$ cat src/verilog/bst_pkg.sv
// Notes on behaviour
// - External test and sample/preload put the boundary register between data in and data out.
// - The boundary register captures input pin levels and forces held levels and drive directions on outputs.
// - Bypass routes data in through a single shift stage to data out.
// - The TAP state machine moves on each rising test clock edge, steered by the mode level sampled there.
// - The state machine has an instruction branch and a data branch for the selected data register.
// - Mode held high for five rising test clock edges reaches Test-Logic-Reset from any state.
// - The test logic is static, so the test clock may stop high or low for any time without loss.
// - With the compliance pin at 1 the TAP is held in reset and its pins serve debug mode.
// - With the compliance pin at 0 pull-ups are enabled on data in, mode and test reset.
// - The instruction register is 3 bits: extest 0, idcode 1, sample 4, highz 5, clamp 6, bypass 7.
// - Test-Logic-Reset or test reset loads idcode, and Capture-IR loads 1 into the instruction shifter.
// - A shifted instruction takes effect on the falling test clock edge in Update-IR.
// - The bypass stage loads 0 on the rising edge in Capture-DR, so the first bit out is 0.
package bst_pkg;

  localparam int unsigned BST_IR_W     = 3;
  localparam int unsigned BST_ID_W     = 32;
  localparam int unsigned BST_N_IN     = 8;
  localparam int unsigned BST_N_OUT    = 8;
  localparam int unsigned BST_TMS_RST  = 5;
  // Clocks after reset before pin edges count
  localparam logic [2:0]  BST_WARM_CYC = 3'h4;

  localparam logic [2:0] BST_IR_EXTEST  = 3'h0;
  localparam logic [2:0] BST_IR_IDCODE  = 3'h1;
  localparam logic [2:0] BST_IR_SAMPLE  = 3'h4;
  localparam logic [2:0] BST_IR_HIGHZ   = 3'h5;
  localparam logic [2:0] BST_IR_CLAMP   = 3'h6;
  localparam logic [2:0] BST_IR_BYPASS  = 3'h7;
  localparam logic [2:0] BST_IR_RESET   = BST_IR_IDCODE;
  localparam logic [2:0] BST_IR_CAPTURE = 3'h1;

  // Arbitrary identification value; bit 0 must stay 1
  localparam logic [31:0] BST_ID_VALUE  = 32'h0000_0001;

  localparam int unsigned BST_TCK_NS    = 160;
  localparam int unsigned BST_CLK_NS    = 5;
  localparam int unsigned BST_TCK_CYC   = BST_TCK_NS / BST_CLK_NS;

  typedef enum logic [15:0] {
    BST_TLR  = 16'h0001,
    BST_RTI  = 16'h0002,
    BST_SDRS = 16'h0004,
    BST_CDR  = 16'h0008,
    BST_SDR  = 16'h0010,
    BST_E1DR = 16'h0020,
    BST_PDR  = 16'h0040,
    BST_E2DR = 16'h0080,
    BST_UDR  = 16'h0100,
    BST_SIRS = 16'h0200,
    BST_CIR  = 16'h0400,
    BST_SIR  = 16'h0800,
    BST_E1IR = 16'h1000,
    BST_PIR  = 16'h2000,
    BST_E2IR = 16'h4000,
    BST_UIR  = 16'h8000
  } bst_tap_t;

  typedef struct packed {
    logic tck;
    logic tms;
    logic tdi;
    logic trst_n;
    logic dbg_sel;
  } bst_tap_in_t;

  localparam int unsigned BST_TAP_IN_W = $bits(bst_tap_in_t);

endpackage

$ cat src/verilog/bst_sync3.sv
`timescale 1ns/1ps
`default_nettype none
module bst_sync3 #(
  parameter int unsigned W = 1
) (
  input  wire logic         clk,
  input  wire logic         rst,
  input  wire logic [W-1:0] async_i,
  output logic      [W-1:0] mid_o,
  output logic      [W-1:0] last_o
);
  typedef struct packed {
    logic [W-1:0] s1;
    logic [W-1:0] s2;
    logic [W-1:0] s3;
  } bst_sync_st_t;

  bst_sync_st_t st_q;
  bst_sync_st_t st_d;

  always_comb begin
    st_d    = st_q;
    st_d.s1 = async_i;
    st_d.s2 = st_q.s1;
    st_d.s3 = st_q.s2;
  end

  always_ff @(posedge clk) begin
    if (rst) begin
      st_q <= '0;
    end else begin
      st_q <= st_d;
    end
  end

  assign mid_o  = st_q.s2;
  assign last_o = st_q.s3;
endmodule
`default_nettype wire

$ cat src/verilog/bst_buf2.sv
`timescale 1ns/1ps
`default_nettype none
module bst_buf2 #(
  parameter int unsigned W = 16
) (
  input  wire logic         clk,
  input  wire logic         rst,
  input  wire logic         in_valid,
  output logic              in_ready,
  input  wire logic [W-1:0] in_data,
  output logic              out_valid,
  input  wire logic         out_ready,
  output logic      [W-1:0] out_data
);
  typedef struct packed {
    logic [1:0][W-1:0] mem;
    logic              wr;
    logic              rd;
    logic [1:0]        cnt;
  } bst_buf_st_t;

  bst_buf_st_t st_q;
  bst_buf_st_t st_d;
  logic        push;
  logic        pop;

  assign in_ready  = (st_q.cnt != 2'h2);
  assign out_valid = (st_q.cnt != 2'h0);
  assign out_data  = st_q.mem[st_q.rd];
  assign push      = in_valid && in_ready;
  assign pop       = out_valid && out_ready;

  always_comb begin
    st_d = st_q;
    if (push) begin
      st_d.mem[st_q.wr] = in_data;
      st_d.wr           = ~st_q.wr;
    end
    if (pop) begin
      st_d.rd = ~st_q.rd;
    end
    if (push && !pop) begin
      st_d.cnt = st_q.cnt + 2'h1;
    end else if (pop && !push) begin
      st_d.cnt = st_q.cnt - 2'h1;
    end
  end

  always_ff @(posedge clk) begin
    if (rst) begin
      st_q <= '0;
    end else begin
      st_q <= st_d;
    end
  end
endmodule
`default_nettype wire

$ cat src/verilog/bst_tap.sv
`timescale 1ns/1ps
`default_nettype none
module bst_tap
  import bst_pkg::*;
#(
  parameter int unsigned   N_IN     = BST_N_IN,
  parameter int unsigned   N_OUT    = BST_N_OUT,
  parameter logic [31:0]   ID_VALUE = BST_ID_VALUE
) (
  input  wire logic               clk,
  input  wire logic               rst,
  input  wire bst_tap_in_t        tap_i,
  output logic                    tdo,
  output logic                    tdo_oe_n,
  input  wire logic [N_IN-1:0]    pin_in,
  input  wire logic [N_OUT-1:0]   core_o,
  input  wire logic [N_OUT-1:0]   core_oe_n,
  output logic      [N_OUT-1:0]   pin_o,
  output logic      [N_OUT-1:0]   pin_oe_n,
  input  wire logic               upd_accept,
  output logic                    func_rst,
  output logic                    pull_en,
  output logic                    dbg_mode
);
  localparam int unsigned BS_LEN = N_IN + 2 * N_OUT;
  localparam int unsigned UPD_W  = 2 * N_OUT;

  typedef struct packed {
    bst_tap_t                   tap;
    logic [BST_IR_W-1:0]        ir;
    logic [BST_IR_W-1:0]        irs;
    logic [BS_LEN-1:0]          bsr;
    logic                       byp;
    logic [BST_ID_W-1:0]        idr;
    logic [BST_TAP_IN_W-1:0]    filt;
    logic                       pend;
    logic [UPD_W-1:0]           pend_word;
    logic [UPD_W-1:0]           held;
    logic                       tdo;
    logic                       tdo_oe_n;
    logic [N_OUT-1:0]           pin_o;
    logic [N_OUT-1:0]           pin_oe_n;
    logic                       func_rst;
    logic                       pull_en;
    logic                       dbg;
    logic [N_IN-1:0]            pin_filt;
    logic [2:0]                 warm;
  } bst_tap_st_t;

  bst_tap_st_t               st_q;
  bst_tap_st_t               st_d;
  logic [BST_TAP_IN_W-1:0]   s_mid;
  logic [BST_TAP_IN_W-1:0]   s_last;
  logic [N_IN-1:0]           pin_mid;
  logic [N_IN-1:0]           pin_last;
  logic [BST_TAP_IN_W-1:0]   agree;
  logic [BST_TAP_IN_W-1:0]   filt_nx;
  bst_tap_in_t               f_now;
  bst_tap_in_t               f_old;
  logic                      tck_rise;
  logic                      tck_fall;
  logic                      tap_rst;
  logic                      sel_bsr;
  logic                      sel_id;
  logic                      buf_in_ready;
  logic                      buf_out_valid;
  logic [UPD_W-1:0]          buf_out_data;
  logic                      buf_push;

  bst_sync3 #(
    .W (BST_TAP_IN_W)
  ) u_sync (
    .clk     (clk),
    .rst     (rst),
    .async_i (tap_i),
    .mid_o   (s_mid),
    .last_o  (s_last)
  );

  // Board pin levels are asynchronous to clk as well
  bst_sync3 #(
    .W (N_IN)
  ) u_pin_sync (
    .clk     (clk),
    .rst     (rst),
    .async_i (pin_in),
    .mid_o   (pin_mid),
    .last_o  (pin_last)
  );

  // Update words queue toward the pin side; a slow pin side delays them, and an update while one is still pending is dropped
  bst_buf2 #(
    .W (UPD_W)
  ) u_upd_buf (
    .clk       (clk),
    .rst       (rst),
    .in_valid  (st_q.pend),
    .in_ready  (buf_in_ready),
    .in_data   (st_q.pend_word),
    .out_valid (buf_out_valid),
    .out_ready (upd_accept),
    .out_data  (buf_out_data)
  );

  // A pin level counts only once two stages agree, which also rejects slow TCK ramps
  assign agree    = ~(s_mid ^ s_last);
  assign filt_nx  = (agree & s_mid) | (~agree & st_q.filt);
  assign f_old    = bst_tap_in_t'(st_q.filt);
  assign f_now    = bst_tap_in_t'(filt_nx);
  assign tck_rise = f_now.tck && !f_old.tck;
  assign tck_fall = !f_now.tck && f_old.tck;
  // Held through warm-up: a test clock parked high would else look like a rise
  assign tap_rst  = !f_now.trst_n || f_now.dbg_sel || (st_q.warm != BST_WARM_CYC);
  assign buf_push = st_q.pend && buf_in_ready;

  // Unused codes fall back to the bypass stage
  always_comb begin
    sel_bsr = (st_q.ir == BST_IR_EXTEST) || (st_q.ir == BST_IR_SAMPLE);
    sel_id  = (st_q.ir == BST_IR_IDCODE);
  end

  function automatic bst_tap_t tap_next(input bst_tap_t cur, input logic m);
    bst_tap_t nx;
    nx = BST_TLR;
    unique case (cur)
      BST_TLR:  nx = m ? BST_TLR  : BST_RTI;
      BST_RTI:  nx = m ? BST_SDRS : BST_RTI;
      BST_SDRS: nx = m ? BST_SIRS : BST_CDR;
      BST_CDR:  nx = m ? BST_E1DR : BST_SDR;
      BST_SDR:  nx = m ? BST_E1DR : BST_SDR;
      BST_E1DR: nx = m ? BST_UDR  : BST_PDR;
      BST_PDR:  nx = m ? BST_E2DR : BST_PDR;
      BST_E2DR: nx = m ? BST_UDR  : BST_SDR;
      BST_UDR:  nx = m ? BST_SDRS : BST_RTI;
      BST_SIRS: nx = m ? BST_TLR  : BST_CIR;
      BST_CIR:  nx = m ? BST_E1IR : BST_SIR;
      BST_SIR:  nx = m ? BST_E1IR : BST_SIR;
      BST_E1IR: nx = m ? BST_UIR  : BST_PIR;
      BST_PIR:  nx = m ? BST_E2IR : BST_PIR;
      BST_E2IR: nx = m ? BST_UIR  : BST_SIR;
      BST_UIR:  nx = m ? BST_SDRS : BST_RTI;
      default:  nx = BST_TLR;
    endcase
    return nx;
  endfunction

  always_comb begin
    st_d      = st_q;
    st_d.filt = filt_nx;
    st_d.dbg  = f_now.dbg_sel;
    st_d.pull_en = !f_now.dbg_sel;
    st_d.pin_filt = (~(pin_mid ^ pin_last) & pin_mid) | ((pin_mid ^ pin_last) & st_q.pin_filt);
    if (st_q.warm != BST_WARM_CYC) begin
      st_d.warm = st_q.warm + 3'h1;
    end

    // No timeout anywhere: a stopped TCK leaves the TAP state, instruction and scan registers as they are
    if (tck_rise) begin
      st_d.tap = tap_next(st_q.tap, f_old.tms);
      unique case (st_q.tap)
        BST_CIR: begin
          st_d.irs = BST_IR_CAPTURE;
        end
        BST_SIR: begin
          st_d.irs = {f_old.tdi, st_q.irs[BST_IR_W-1:1]};
        end
        BST_CDR: begin
          st_d.byp = 1'b0;
          st_d.idr = ID_VALUE;
          st_d.bsr = {core_oe_n, core_o, st_q.pin_filt};
        end
        BST_SDR: begin
          if (sel_bsr) begin
            st_d.bsr = {f_old.tdi, st_q.bsr[BS_LEN-1:1]};
          end else if (sel_id) begin
            st_d.idr = {f_old.tdi, st_q.idr[BST_ID_W-1:1]};
          end else begin
            st_d.byp = f_old.tdi;
          end
        end
        default: begin
        end
      endcase
    end

    if (tck_fall) begin
      unique case (st_q.tap)
        BST_UIR: begin
          st_d.ir = st_q.irs;
        end
        BST_UDR: begin
          if (sel_bsr && !st_q.pend) begin
            st_d.pend      = 1'b1;
            st_d.pend_word = st_q.bsr[BS_LEN-1:N_IN];
          end
        end
        default: begin
        end
      endcase
      if (st_q.tap == BST_SIR) begin
        st_d.tdo      = st_q.irs[0];
        st_d.tdo_oe_n = 1'b0;
      end else if (st_q.tap == BST_SDR) begin
        st_d.tdo_oe_n = 1'b0;
        if (sel_bsr) begin
          st_d.tdo = st_q.bsr[0];
        end else if (sel_id) begin
          st_d.tdo = st_q.idr[0];
        end else begin
          st_d.tdo = st_q.byp;
        end
      end else begin
        st_d.tdo_oe_n = 1'b1;
      end
    end

    if (buf_push) begin
      st_d.pend = 1'b0;
    end
    if (buf_out_valid && upd_accept) begin
      st_d.held = buf_out_data;
    end

    // Test reset and debug mode pin the TAP and park the output
    if (tap_rst) begin
      st_d.tap      = BST_TLR;
      st_d.tdo_oe_n = 1'b1;
    end
    if (st_d.tap == BST_TLR) begin
      st_d.ir = BST_IR_RESET;
    end

    unique case (st_q.ir)
      BST_IR_EXTEST, BST_IR_CLAMP: begin
        st_d.pin_o    = st_q.held[N_OUT-1:0];
        st_d.pin_oe_n = st_q.held[UPD_W-1:N_OUT];
        st_d.func_rst = 1'b1;
      end
      BST_IR_HIGHZ: begin
        st_d.pin_o    = core_o;
        st_d.pin_oe_n = '1;
        st_d.func_rst = 1'b1;
      end
      default: begin
        st_d.pin_o    = core_o;
        st_d.pin_oe_n = core_oe_n;
        st_d.func_rst = 1'b0;
      end
    endcase
  end

  always_ff @(posedge clk) begin
    if (rst) begin
      st_q          <= '0;
      st_q.tap      <= BST_TLR;
      st_q.ir       <= BST_IR_RESET;
      st_q.irs      <= BST_IR_CAPTURE;
      st_q.tdo_oe_n <= 1'b1;
      st_q.pin_oe_n <= '1;
      st_q.filt     <= '0;
      st_q.pull_en  <= 1'b1;
    end else begin
      st_q <= st_d;
    end
  end

  assign tdo      = st_q.tdo;
  assign tdo_oe_n = st_q.tdo_oe_n;
  assign pin_o    = st_q.pin_o;
  assign pin_oe_n = st_q.pin_oe_n;
  assign func_rst = st_q.func_rst;
  assign pull_en  = st_q.pull_en;
  assign dbg_mode = st_q.dbg;
endmodule
`default_nettype wire

$ cat config.mk
export PLATFORM = sky130hd
export DESIGN_NAME = bst_tap
export DESIGN_NICKNAME = d
export VERILOG_FILES = /design/src/verilog/bst_pkg.sv /design/src/verilog/bst_sync3.sv /design/src/verilog/bst_buf2.sv /design/src/verilog/bst_tap.sv
export SDC_FILE = /design/constraint.sdc
export NUM_CORES = 1
export LEC_CHECK = 0
export ABC_AREA = 1
export BUFFER_PORTS_ARGS = -buffer_cell sky130_fd_sc_hd__buf_2
export CORE_UTILIZATION = 55
export DETAILED_ROUTE_END_ITERATION = 16
export PLACE_DENSITY_LB_ADDON = 0.3
export SLEW_MARGIN = 5
export SYNTH_ARGS = -nofsm -noshare
export SYNTH_HDL_FRONTEND = slang
export SYNTH_HIERARCHICAL = 1
export SYNTH_SLANG_ARGS = --single-unit
$ cat constraint.sdc
create_clock -name clk -period 1.9 [get_ports clk]
set_clock_uncertainty 0.2 [all_clocks]
set_input_delay 0.285 -clock clk [delete_from_list [all_inputs] [get_ports clk]]
set_output_delay 0.285 -clock clk [all_outputs]
set_load 0.02 [all_outputs]
== Word-level counts from Yosys, hierarchy flattened ==
Cells that the tools add are included.

* Flip-flop bits (word level): 224
* Input port bits: 32
* Output and inout bits: 21
* Logic and storage cells: 148

* $add $sub $neg: 3
* $lt $le $gt $ge: 3
* Equality and inequality tests: 27
* Mux-type cells: 34
* Bitwise logic cells: 13
* Reduce and logical (&&, ||, !) cells: 38

{| class="wikitable"
|+ Operators by type and width
! kind !! count
|-
| $pmux W16 S12 || 1
|-
| $pmux W57 S2 || 1
|-
| $mux W16 || 7
|-
| $pmux W17 S2 || 1
|-
| $mux W33 || 1
|-
| $bwmux W32 || 1
|-
| $eq A16 B1 Y1 const B || 2
|-
| $mux W32 || 1
|-
| $mux W24 || 1
|-
| $mux W9 || 2
|-
| $and A8 B8 Y8 || 2
|-
| $demux W16 S1 || 1
|-
| $eq A16 B10 Y1 const B || 1
|-
| $eq A16 B11 Y1 const B || 1
|-
| $eq A16 B12 Y1 const B || 1
|-
| $eq A16 B13 Y1 const B || 1
|-
| $eq A16 B14 Y1 const B || 1
|-
| $eq A16 B15 Y1 const B || 1
|-
| $eq A16 B16 Y1 const B || 1
|-
| $eq A16 B2 Y1 const B || 1
|-
| $eq A16 B3 Y1 const B || 1
|-
| $eq A16 B4 Y1 const B || 1
|-
| $eq A16 B5 Y1 const B || 1
|-
| $eq A16 B6 Y1 const B || 1
|-
| other kinds (40) || 85
|}

== Longest topological paths before layout ==
Gate-level depths: netlist (run 1).

* Depth in word-level cells: 11
* Gate-level depth with buffers: 16
* Mapped depth without buffers: 16

== Modules after synthesis ==
Netlist (run 1), hierarchy kept.

{| class="wikitable"
|+ By module, submodules not included
! module !! instances !! cells an instance !! area each (um^2) !! sequential area each (um^2)
|-
| bst_tap || 1 || 821 || 6,490.0 || 2,962.8
|-
| bst_buf2 || 1 || 271 || 1,725.4 || 720.7
|-
| bst_sync3 (u_pin_sync) || 1 || 82 || 743.2 || 480.5
|-
| bst_sync3 (u_sync) || 1 || 51 || 461.7 || 300.3
|}

== Least setup slack after synthesis (run 1) ==
Ideal clock, no wire load.

* Kind: reg2reg
* Start point: register u_sync.st_q, in the netlist u_sync/mid_o[0]
* End point: register, netlist name tdo_oe_n
* Library setup time: 0.123 ns
* Arrival: 1.726 ns
* Required time: 1.577 ns
* Slack: -0.149 ns
* Cell stages (with the launch flop): 8
* Path buffers: 1
* Period minus slack after synthesis: 2.049 ns
* Path through: dfxtp_1 > buf_4 > maj3_1 > nor3_2 > inv_2 > nor2_1 > inv_2 > or2_2

* Cells in the longest elaborated chain, start to end: 8
* Elaborated cells on any way between the ends: 9
* Those cells by class: 6 x bitwise; 3 x reduce/logical

{| class="wikitable"
|+ Ends and longest elaborated chain
! what !! line !! source
|-
| start: declaration || bst_sync3.sv:18 || <nowiki>bst_sync_st_t st_q;</nowiki>
|-
| start signal: assignment || bst_sync3.sv:32 || <nowiki>st_q <= st_d;</nowiki>
|-
| $xor A5 B5 Y5 || bst_tap.sv:106 || <nowiki>assign agree = ~(s_mid ^ s_last);</nowiki>
|-
| $not A5 Y5 || bst_tap.sv:106 ||
|-
| $not A5 Y5 || bst_tap.sv:107 || <nowiki>assign filt_nx = (agree & s_mid) | (~agree & st_q.filt);</nowiki>
|-
| $and A5 B5 Y5 || bst_tap.sv:107 ||
|-
| $or A5 B5 Y5 (*) || bst_tap.sv:107 ||
|-
| $logic_or A1 B1 Y1 (*) (2 in a row) || bst_tap.sv:113 || <nowiki>assign tap_rst = !f_now.trst_n || f_now.dbg_sel || (st_q.warm != BST_WARM_CYC);</nowiki>
|-
| $reduce_or A2 Y1 (no source line) (*) || n/a ||
|}

Every way passes the cells marked *; elsewhere a longest branch is shown, timed or not.
A chain may end at the register's enable or synchronous reset.

==> impl_metrics.toml, run 1 <==
[status]
status = "complete, but fails checks"
violations = "setup timing"

[clocking]
cts_tree = "built"
worstSkewPairLatency_ns = 0.51
cts_root_buf = "clkbuf_16"
cts_buffer_depth = 3
clock_sinks = 223
cts_buffers = 23
cts_max_level = 1
path_clk_slew_ns = 0.06

[synth]
synth_top_cell_area_share_pct = 47.4
ys_seq_area_share_pct = 47.4
synth_nets = 1260
yosysMostFrequentCell = "nor2_1"
syn_area_per_cell_um2 = 7.69
synth_edf_count = 0
synthTopCellsByArea = "dfxtp_1, nor2_1, inv_1"
ys.flop_type = "dfxtp_1"
synth-async-reset-ratio_pct = 0
syn_inst = 1225
synth_area_leader_cell = "dfxtp_1"
yosysWarningCount = 6
synth-seq-cells = 223
synth.distinct_cells = 40
ys_top_cells_by_count = "nor2_1, dfxtp_1, inv_1"
netlist_area_um2 = 9420

[cells_and_area]
drive_gt1_share_pct = 30.7
num-fill-cells = 1062
antenna_cells = 0
finalNetCount = 1408
area_growth_pct = 32.9
fin_util_pct = 75.2

[min_path]
whs_path_depth = 2
hold_path.class = "register to register"
holdPathEnd = "u_pin_sync/mid_o[4]$_SDFF_PP0_"
hp-start = "u_pin_sync/st_d[12]$_SDFF_PP0_"

[timing]
fin_setup_tns_ns = -10.13
rsz0062_at_grt = "yes"
max_freq_mhz = 461
min_period_ns = 2.17
period_share_pct = 114
slew_violations = 0
hold_violations = 0
finalWorstSetupSlack_ns = -0.270
maxSlewHeadroom_pct = 71.6
setup_viol = 67
worst_pin_slew_ns = 0.427

[floorplanning]
start_util_pct = 56.6
core_area_um2 = 16600
die_width_um = 133
num_io_pins = 53
die-area_um2 = 17700
die_y_um = 133
placementRows = 47

[route]
wire_per_inst_um = 16.6
num_vias = 8627
antenna_left = 0
wirelength_um = 26600
drtIter0Drc = 881
vias_per_cell = 5.38
drt_pass1_iterations = 5
drc = 0

[setup_path]
worstPathArrival_ns = 2.35
rrSetupSlack_ns = -0.27
crit_chain = "nor2_4 > nand2_4 > nor2_8 > nand2_2 > o21ai_2 > nand2_2 > clkinv_4 > o21ai_4 > buf_6 > buf_8 > a211oi_2 > a211oi_2"
r2r_start = "st_q[146]$_SDFF_PP0_"
cpPeakStageDelay_ns = 0.33
cp-start-kind = "register"
r2r-end = "st_q[117]$_SDFFE_PP0P_"
crit_type = "register to register"
critical_path_required_ns = 2.08
endpoint_kind = "register"
critical_path.slowest_cell = "dfxtp_2"
r2r_cells = 12
worstPathMaxFanout = 7

[power]
p_leak_nw = 5.33
vdd_drop_max_v = 0.000825
pwr_density_cell_nw_per_um2 = 770

[placed_design]
dp_hpwl_um = 13600
port_buffers = 52
gp_congestion = 0.882

[global_routing]
grt_overflow = 0
grt_pass1_vias = 8403
grt_pass1_wl_um = 39100
antenna_found_initial = 0
track_usage_pct = 27.2
grt_max_degree = 80

[run]
cap_violations = 0
through the flow:
step | power (mW) | area, um^2 | cells | hold slack [ns] | worst slack (ns)
floorplan | 5.31 | 9480 | 1225 | 0.154 | -0.00552
global placement | 5.43 | 10300 | 1507 | 0.189 | -0.183
detailed placement | 5.44 | 10300 | 1507 | 0.193 | -0.220
CTS | 9.58 | 12000 | 1597 | -0.124 | -0.156
global route | 9.92 | 12500 | 1605 | 0.217 | -0.345
finish | 9.64 | 12500 | 1605 | 0.207 | -0.270
cell usage in the layout (no fill, tap or decap), types with 13 or more instances in the layout:
master and n:
a21oi_4 16, nand3_1 16, buf_12 14, buf_2 51, dlygate4sd3_1 31, o21ai_2 14, inv_1 171, o21ai_0 67
a211oi_2 62, buf_4 89, buf_6 16, dfxtp_1 210, dfxtp_2 13, a21oi_1 24, nor2_1 227, a21oi_2 36
clkbuf_16 25, a211oi_1 13, nand2_1 163
registers in the layout, indices dropped and copies added (netlist names), named ones only:
register and cells:
u_pin_sync/st_d 8, u_upd_buf/st_q 36, pull_en 1, u_sync/mid_o 5
u_pin_sync/last_o 8, u_sync/st_d 5, st_q 115, tdo 1
u_pin_sync/mid_o 8, tdo_oe_n 1, func_rst 1, pin_oe_n 8
f_old 3, pin_o 8, u_sync/last_o 5
power by group:
part / total, mW / internal, mW / switching, mW
combinational: 0.559 / 0.218 / 0.341
sequential: 4.87 / 4.80 / 0.0734
clock: 4.21 / 2.37 / 1.83
per-layer routing:
metal	GRT usage, %	up-vias	share of wire, %
met1	33.1	4063	39
li1	-	4152	-
met4	10.9	0	3.6
met5	0	-	0
met2	48.5	332	52
met3	3.18	80	5.6
layout make-up:
class,count,area (um^2),share of cell area [%]
clock buffers,31,646,5.16
repair buffers,209,1870,14.9
flip-flops and latches,223,4480,35.8
clock inverters,6,37.5,0.300
inverters,186,713,5.70
well taps,220,275,2.20
multi-input cells,730,4500,35.9
cell families after synthesis:
| group | after synthesis | synth area share (%) |
|---|---|---|
| and+or+nand+nor | 462 | 20.1 |
| buffers and inverters | 272 | 13.5 |
| AOI/OAI and AO/OA | 261 | 18.1 |
| DFF | 223 | 47.4 |
| adders and majority gates | 5 | 0.611 |
| xor gates and xnor gates | 1 | 0.0930 |
| muxes | 1 | 0.106 |
timing repair:
action,in CTS,in global routing
gates cloned,6,2
hold buffers,28,3
setup buffers,19,9
setup endpoints to repair,82,86
resized for setup,142,96
pin swaps,26,45
hold endpoints to repair,44,6
critical path: cells and delay by family (launching register included):
family          cells  cell delay, ns
compound gates      4            0.56
buf+inv             3            0.37
flops               1            0.33
simple gates        5            0.58
how the worst max path moves through the flow:
stage	start	end	slack [ns]	cells past startpoint
after CTS	st_q[146]$_SDFF_PP0_	st_q[85]$_SDFFE_PP0P_	-0.16	12
after global placement	st_q[138]$_SDFF_PP0_	st_q[131]$_SDFFE_PP0P_	-0.18	14
after floorplan	st_q[143]$_SDFF_PP0_	st_q[107]$_SDFFE_PP0P_	-0.006	11
after global routing	st_q[147]$_SDFF_PP0_	st_q[117]$_SDFFE_PP0P_	-0.34	12
final	st_q[146]$_SDFF_PP0_	st_q[117]$_SDFFE_PP0P_	-0.27	12
after detailed placement	st_q[137]$_SDFF_PP0_	st_q[132]$_SDFFE_PP0P_	-0.22	14
Note: power is estimated with default switching activity, not from simulation.
==> inputs of run 2 (changes only) <==
MAX_ROUTING_LAYER = met4   (was not set)
TNS_END_PERCENT = 20   (was not set)
==> impl_metrics.toml, run 2 (synthesis results as in run 1) <==
[route]
drtIter0Drc = 551
wirelength_um = 22900
vias_per_cell = 5.18
wire_per_inst_um = 14.4
drc = 0
antenna_left = 0
drt_pass1_iterations = 5
num_vias = 8221

[global_routing]
grt_max_degree = 58
grtUsageMet3_pct = 3.18
use_met1_pct = 30.6
grt_overflow = 0
grt_pass1_vias = 7636
grt.busiest_layer = "met2"
use_met2_pct = 43.1
track_usage_pct = 25.0
grt_pass1_wl_um = 35400
antenna_found_initial = 0

[floorplanning]
die_y_um = 133
core_area_um2 = 16600
placementRows = 47
die_width_um = 133
start_util_pct = 56.6
die-area_um2 = 17700
num_io_pins = 53

[timing]
setup_viol = 78
period_share_pct = 110
slew_violations = 0
fin_setup_tns_ns = -7.53
hold_violations = 0
rsz0062_at_grt = "yes"
finalWorstSetupSlack_ns = -0.189
maxSlewHeadroom_pct = 49.5
worst_pin_slew_ns = 0.758
whs_ns = 0.199
max_freq_mhz = 479
min_period_ns = 2.09

[clocking]
cts_buffer_depth = 3
cts_tree = "built"
cts_max_level = 1
path_clk_slew_ns = 0.06
worstSkewPairLatency_ns = 0.50
cts_root_buf = "clkbuf_16"
clock_sinks = 223
cts_buffers = 23

[run]
cap_violations = 0

[power]
vdd_drop_max_v = 0.000765
p_leak_nw = 5.18
total_power_mw = 9.75
pwr_density_cell_nw_per_um2 = 812

[placed_design]
dp_hpwl_um = 13400
port_buffers = 52
gp_congestion = 0.941
dp_cells = 1499
placed_area_um2 = 10200

[cells_and_area]
fin_cells = 1588
drive_gt1_share_pct = 26.5
largest-register = "st_q"
largest_reg_flops = 115
fin_area_um2 = 12000
final_common_cell = "nor2_1"
finalNetCount = 1387
layout_common_cells = "nor2_1, dfxtp_1, inv_1"
area_growth_pct = 27.4
antenna_cells = 0
top_regs = "st_q (115), u_upd_buf/st_q (36)"

[setup_path]
r2r_start = "st_q[142]$_SDFF_PP0_"
cp-startpoint = "st_q[142]$_SDFF_PP0_"
r2r_cells = 11
worstPathMaxFanout = 12
worstPathArrival_ns = 2.23
rrSetupSlack_ns = -0.19
endpoint_kind = "register"
critical_path_required_ns = 2.04
crit_type = "register to register"
cp-start-kind = "register"
r2r-end = "st_q[117]$_SDFFE_PP0P_"

[min_path]
hold_path.class = "register to register"
hp-start = "u_pin_sync/st_d[13]$_SDFF_PP0_"
holdPathEnd = "u_pin_sync/mid_o[5]$_SDFF_PP0_"
whs_path_depth = 2

[status]
violations = "setup timing"
status = "complete, but fails checks"
-- run 2: worst max path at each step --
stage                                   endpoint  slack [ns]
final                     st_q[117]$_SDFFE_PP0P_       -0.19
after global routing      st_q[117]$_SDFFE_PP0P_       -0.28
after floorplan           st_q[131]$_SDFFE_PP0P_      -0.008
after global placement    st_q[132]$_SDFFE_PP0P_       -0.20
after detailed placement  st_q[108]$_SDFFE_PP0P_       -0.23
after CTS                 st_q[132]$_SDFFE_PP0P_        -0.1
-- run 2: routing by layer --
layer / share of wire, % / up-vias
li1: - / 4112
met1: 44 / 3854
met2: 50 / 206
met3: 4.5 / 49
met4: 2.0 / 0
met5: 0 / -
-- run 2: layout make-up --
type / instances / area, um^2
clock buffers: 37 / 708
clock inverters: 4 / 23.8
fillers: 1178 / 4640
inverters: 186 / 707
multi-input cells: 730 / 4190
flip-flops and latches: 223 / 4480
well taps: 220 / 275
repair buffers: 188 / 1610
-- run 2: power breakdown --
group | leakage (nW) | switching (mW) | internal (mW) | total (mW)
registers | 1.82 | 0.0661 | 4.80 | 4.86
logic | 3.00 | 0.335 | 0.222 | 0.558
clock network | 0.364 | 1.79 | 2.54 | 4.33
total | 5.18 | 2.19 | 7.56 | 9.75
-- run 2: repair_timing --
item                                   4_1_cts  5_1_grt
cloned                                       2        5
setup endpoints to repair                   80       87
hold buffers                                31        0
resized for setup                           60      102
buffers inserted                             5        5
pin swaps                                    9       26
endpoints found under the hold margin       46        0
-- run 2: critical path, cell delays in order, from the launching register on --
cell and delay, ns:
dfxtp_2 0.34, nor2_4 0.14, nand2_4 0.09, nor2_8 0.18, nand2_2 0.07, o21ai_2 0.14, nand2_2 0.11, clkinv_4 0.08
o21ai_4 0.10, buf_12 0.17, a211oi_4 0.24, a211oi_4 0.06
-- run 2: stage by stage --
step	util [%]	worst slack, ns
6_report	72.1	-0.189
5_1_grt	72.1	-0.279
4_1_cts	69.3	-0.0953
3_5_place_dp	61.3	-0.235
3_3_place_gp	61.3	-0.196
2_1_floorplan	-	-0.00821
==> inputs of run 3 (changes only) <==
CORE_UTILIZATION = 54   (was 55)
SYNTH_HIERARCHICAL = not set   (was 1)
==> impl_metrics.toml, run 3 <==
[cells_and_area]
largest-register = "st_q"
layout_common_cells = "dfxtp_1, nand2_1, inv_1"
drive_gt1_share_pct = 24.8
final_common_cell = "dfxtp_1"
num-fill-cells = 1191
antenna_cells = 0
finalNetCount = 1310
top_regs = "st_q (115), u_upd_buf.st_q (36)"
area_growth_pct = 29.5
largest_reg_flops = 115

[setup_path]
worstPathMaxFanout = 13
worstPathArrival_ns = 2.29
endpoint_kind = "register"
crit_chain = "buf_4 > nand3_1 > inv_1 > nand3_2 > a21oi_2 > buf_6 > o21ai_4 > buf_12 > a211oi_1 > a211oi_2"
cp_top_family = "compound AO/OA/AOI/OAI gates"
critical_path_required_ns = 2.08
critical_path.slowest_cell = "dfxtp_1"
cpPeakStageDelay_ns = 0.35
crit_buf_inv = 4
crit_type = "register to register"
cp-start-kind = "register"

[placed_design]
post-place-ws_ns = -0.233
dp_hpwl_um = 13000
port_buffers = 52
gp_congestion = 0.981

[clocking]
path_clk_slew_ns = 0.06
cts_buffers = 23
cts_tree = "built"
cts_max_level = 1
clock_sinks = 223
worstSkewPairLatency_ns = 0.52
cts_buffer_depth = 3
cts_root_buf = "clkbuf_16"

[synth]
synth.distinct_cells = 36
synthTopCellsByArea = "dfxtp_1, nand2_1, a21oi_1"
syn_inst = 1131
synth_adder_area_share_pct = 0.422
syn_area_per_cell_um2 = 7.86
synth-seq-cells = 223
synth_mux_area_share_pct = 0
yosysMostFrequentCell = "dfxtp_1"
synth_top_cell_area_share_pct = 50.2
ys_seq_area_share_pct = 50.2
synth_xor_area_share_pct = 0.0985
ys_top_cells_by_count = "dfxtp_1, nand2_1, inv_1"
synth-async-reset-ratio_pct = 0
netlist_area_um2 = 8890
synth_top_family_by_area = "compound AO/OA/AOI/OAI gates"
synth_edf_count = 0
ys.flop_type = "dfxtp_1"
synth_nets = 1166
synth_compound_gate_area_share_pct = 20.9
yosysWarningCount = 0
synthSimpleGateAreaFrac_pct = 17.6
synth_area_leader_cell = "dfxtp_1"

[status]
status = "complete, but fails checks"
violations = "setup timing"

[floorplanning]
num_io_pins = 53
die-area_um2 = 17000
start_util_pct = 55.6
placementRows = 46
die_width_um = 130
core_area_um2 = 16000
die_y_um = 130

[run]
cap_violations = 0

[min_path]
hold_path.class = "register to register"

[timing]
rsz0062_at_grt = "yes"
hold_violations = 0
finalWorstSetupSlack_ns = -0.212
fin_setup_tns_ns = -8.85
slew_violations = 0
maxSlewHeadroom_pct = 57.2
setup_viol = 67
worst_pin_slew_ns = 0.642
max_freq_mhz = 474
min_period_ns = 2.11
period_share_pct = 111

[power]
vdd_drop_max_v = 0.000891
pwr_density_cell_nw_per_um2 = 887
p_leak_nw = 4.61

[route]
drtIter0Drc = 672
num_vias = 7900
drt_pass1_iterations = 5
antenna_left = 0
wirelength_um = 21600
drc = 0
wire_per_inst_um = 14.4
vias_per_cell = 5.24

[global_routing]
grt_pass1_wl_um = 34700
antenna_found_initial = 0
grt_max_degree = 132
grt_overflow = 0
track_usage_pct = 26.2
grt_pass1_vias = 7359
-- run 3: metal layers --
metal | global-route usage [%] | share of wire [%] | routed length (um) | vias up
met5 | - | 0 | 0 | -
li1 | - | - | - | 3979
met2 | 43.7 | 49 | 10500 | 237
met4 | 8.21 | 2.4 | 529 | 0
met3 | 3.49 | 5.0 | 1080 | 36
met1 | 33.0 | 44 | 9500 | 3648
-- run 3: what timing repair did --
item	CTS	global route
cloned	2	0
buffers inserted	10	7
endpoints found under the setup margin	83	101
resized for setup	39	87
hold endpoints to repair	50	0
pin swaps	3	21
hold buffers	32	0
-- run 3: area by class of cell --
type	count	area, um^2	area share (%)
clock buffers	30	622	5.40
clock inverters	12	203	1.76
inverters	151	572	4.97
multi-input cells	681	3770	32.8
flip-flops and latches	223	4480	38.9
well taps	216	270	2.35
repair buffers	195	1590	13.8
-- run 3: through the flow --
stage          instances  utilization (%)  power [mW]  area (um^2)  hold WS, ns
5_1_grt             1508             72.0        10.6        11500        0.220
3_3_place_gp        1415             61.5        5.36         9840        0.190
4_1_cts             1501             70.3        10.3        11200        0.204
3_5_place_dp        1415             61.5        5.38         9840        0.195
6_report            1508             72.0        10.2        11500        0.198
2_1_floorplan       1131                -        5.23         8900        0.188
-- run 3: cells by family after synthesis --
logic type,after synthesis
AO/OA/AOI/OAI,303
XOR/XNOR,1
adder cells (fa/ha/maj),3
buffers and inverters,227
flip-flops,223
AND/OR/NAND/NOR,374
-- run 3: final timing paths --
check | from | to | slack, ns | cells past startpoint
setup / recovery | st_q[137]$_SDFF_PP0_ | st_q[116]$_SDFFE_PP0P_ | -0.21 | 10
hold / removal | u_sync.st_d[9]$_SDFF_PP0_ | u_sync.mid_o[4]$_SDFF_PP0_ | 0.20 | 2
setup reg to reg | st_q[137]$_SDFF_PP0_ | st_q[116]$_SDFFE_PP0P_ | -0.21 | 10
hold reg to reg | u_sync.st_d[9]$_SDFF_PP0_ | u_sync.mid_o[4]$_SDFF_PP0_ | 0.20 | 2
-- run 3: power breakdown --
group	internal, mW	total [mW]	switching [mW]
Clock	3.01	4.87	1.87
Sequential	4.80	4.85	0.0594
Combinational	0.202	0.486	0.285
Total	8.00	10.2	2.21
-- run 3: worst register-to-register path, stage by stage (launching register included) --
cell	delay (ns)
dfxtp_1	0.35
buf_4	0.14
nand3_1	0.12
inv_1	0.11
nand3_2	0.13
a21oi_2	0.20
buf_6	0.13
o21ai_4	0.10
buf_12	0.17
a211oi_1	0.26
a211oi_2	0.06
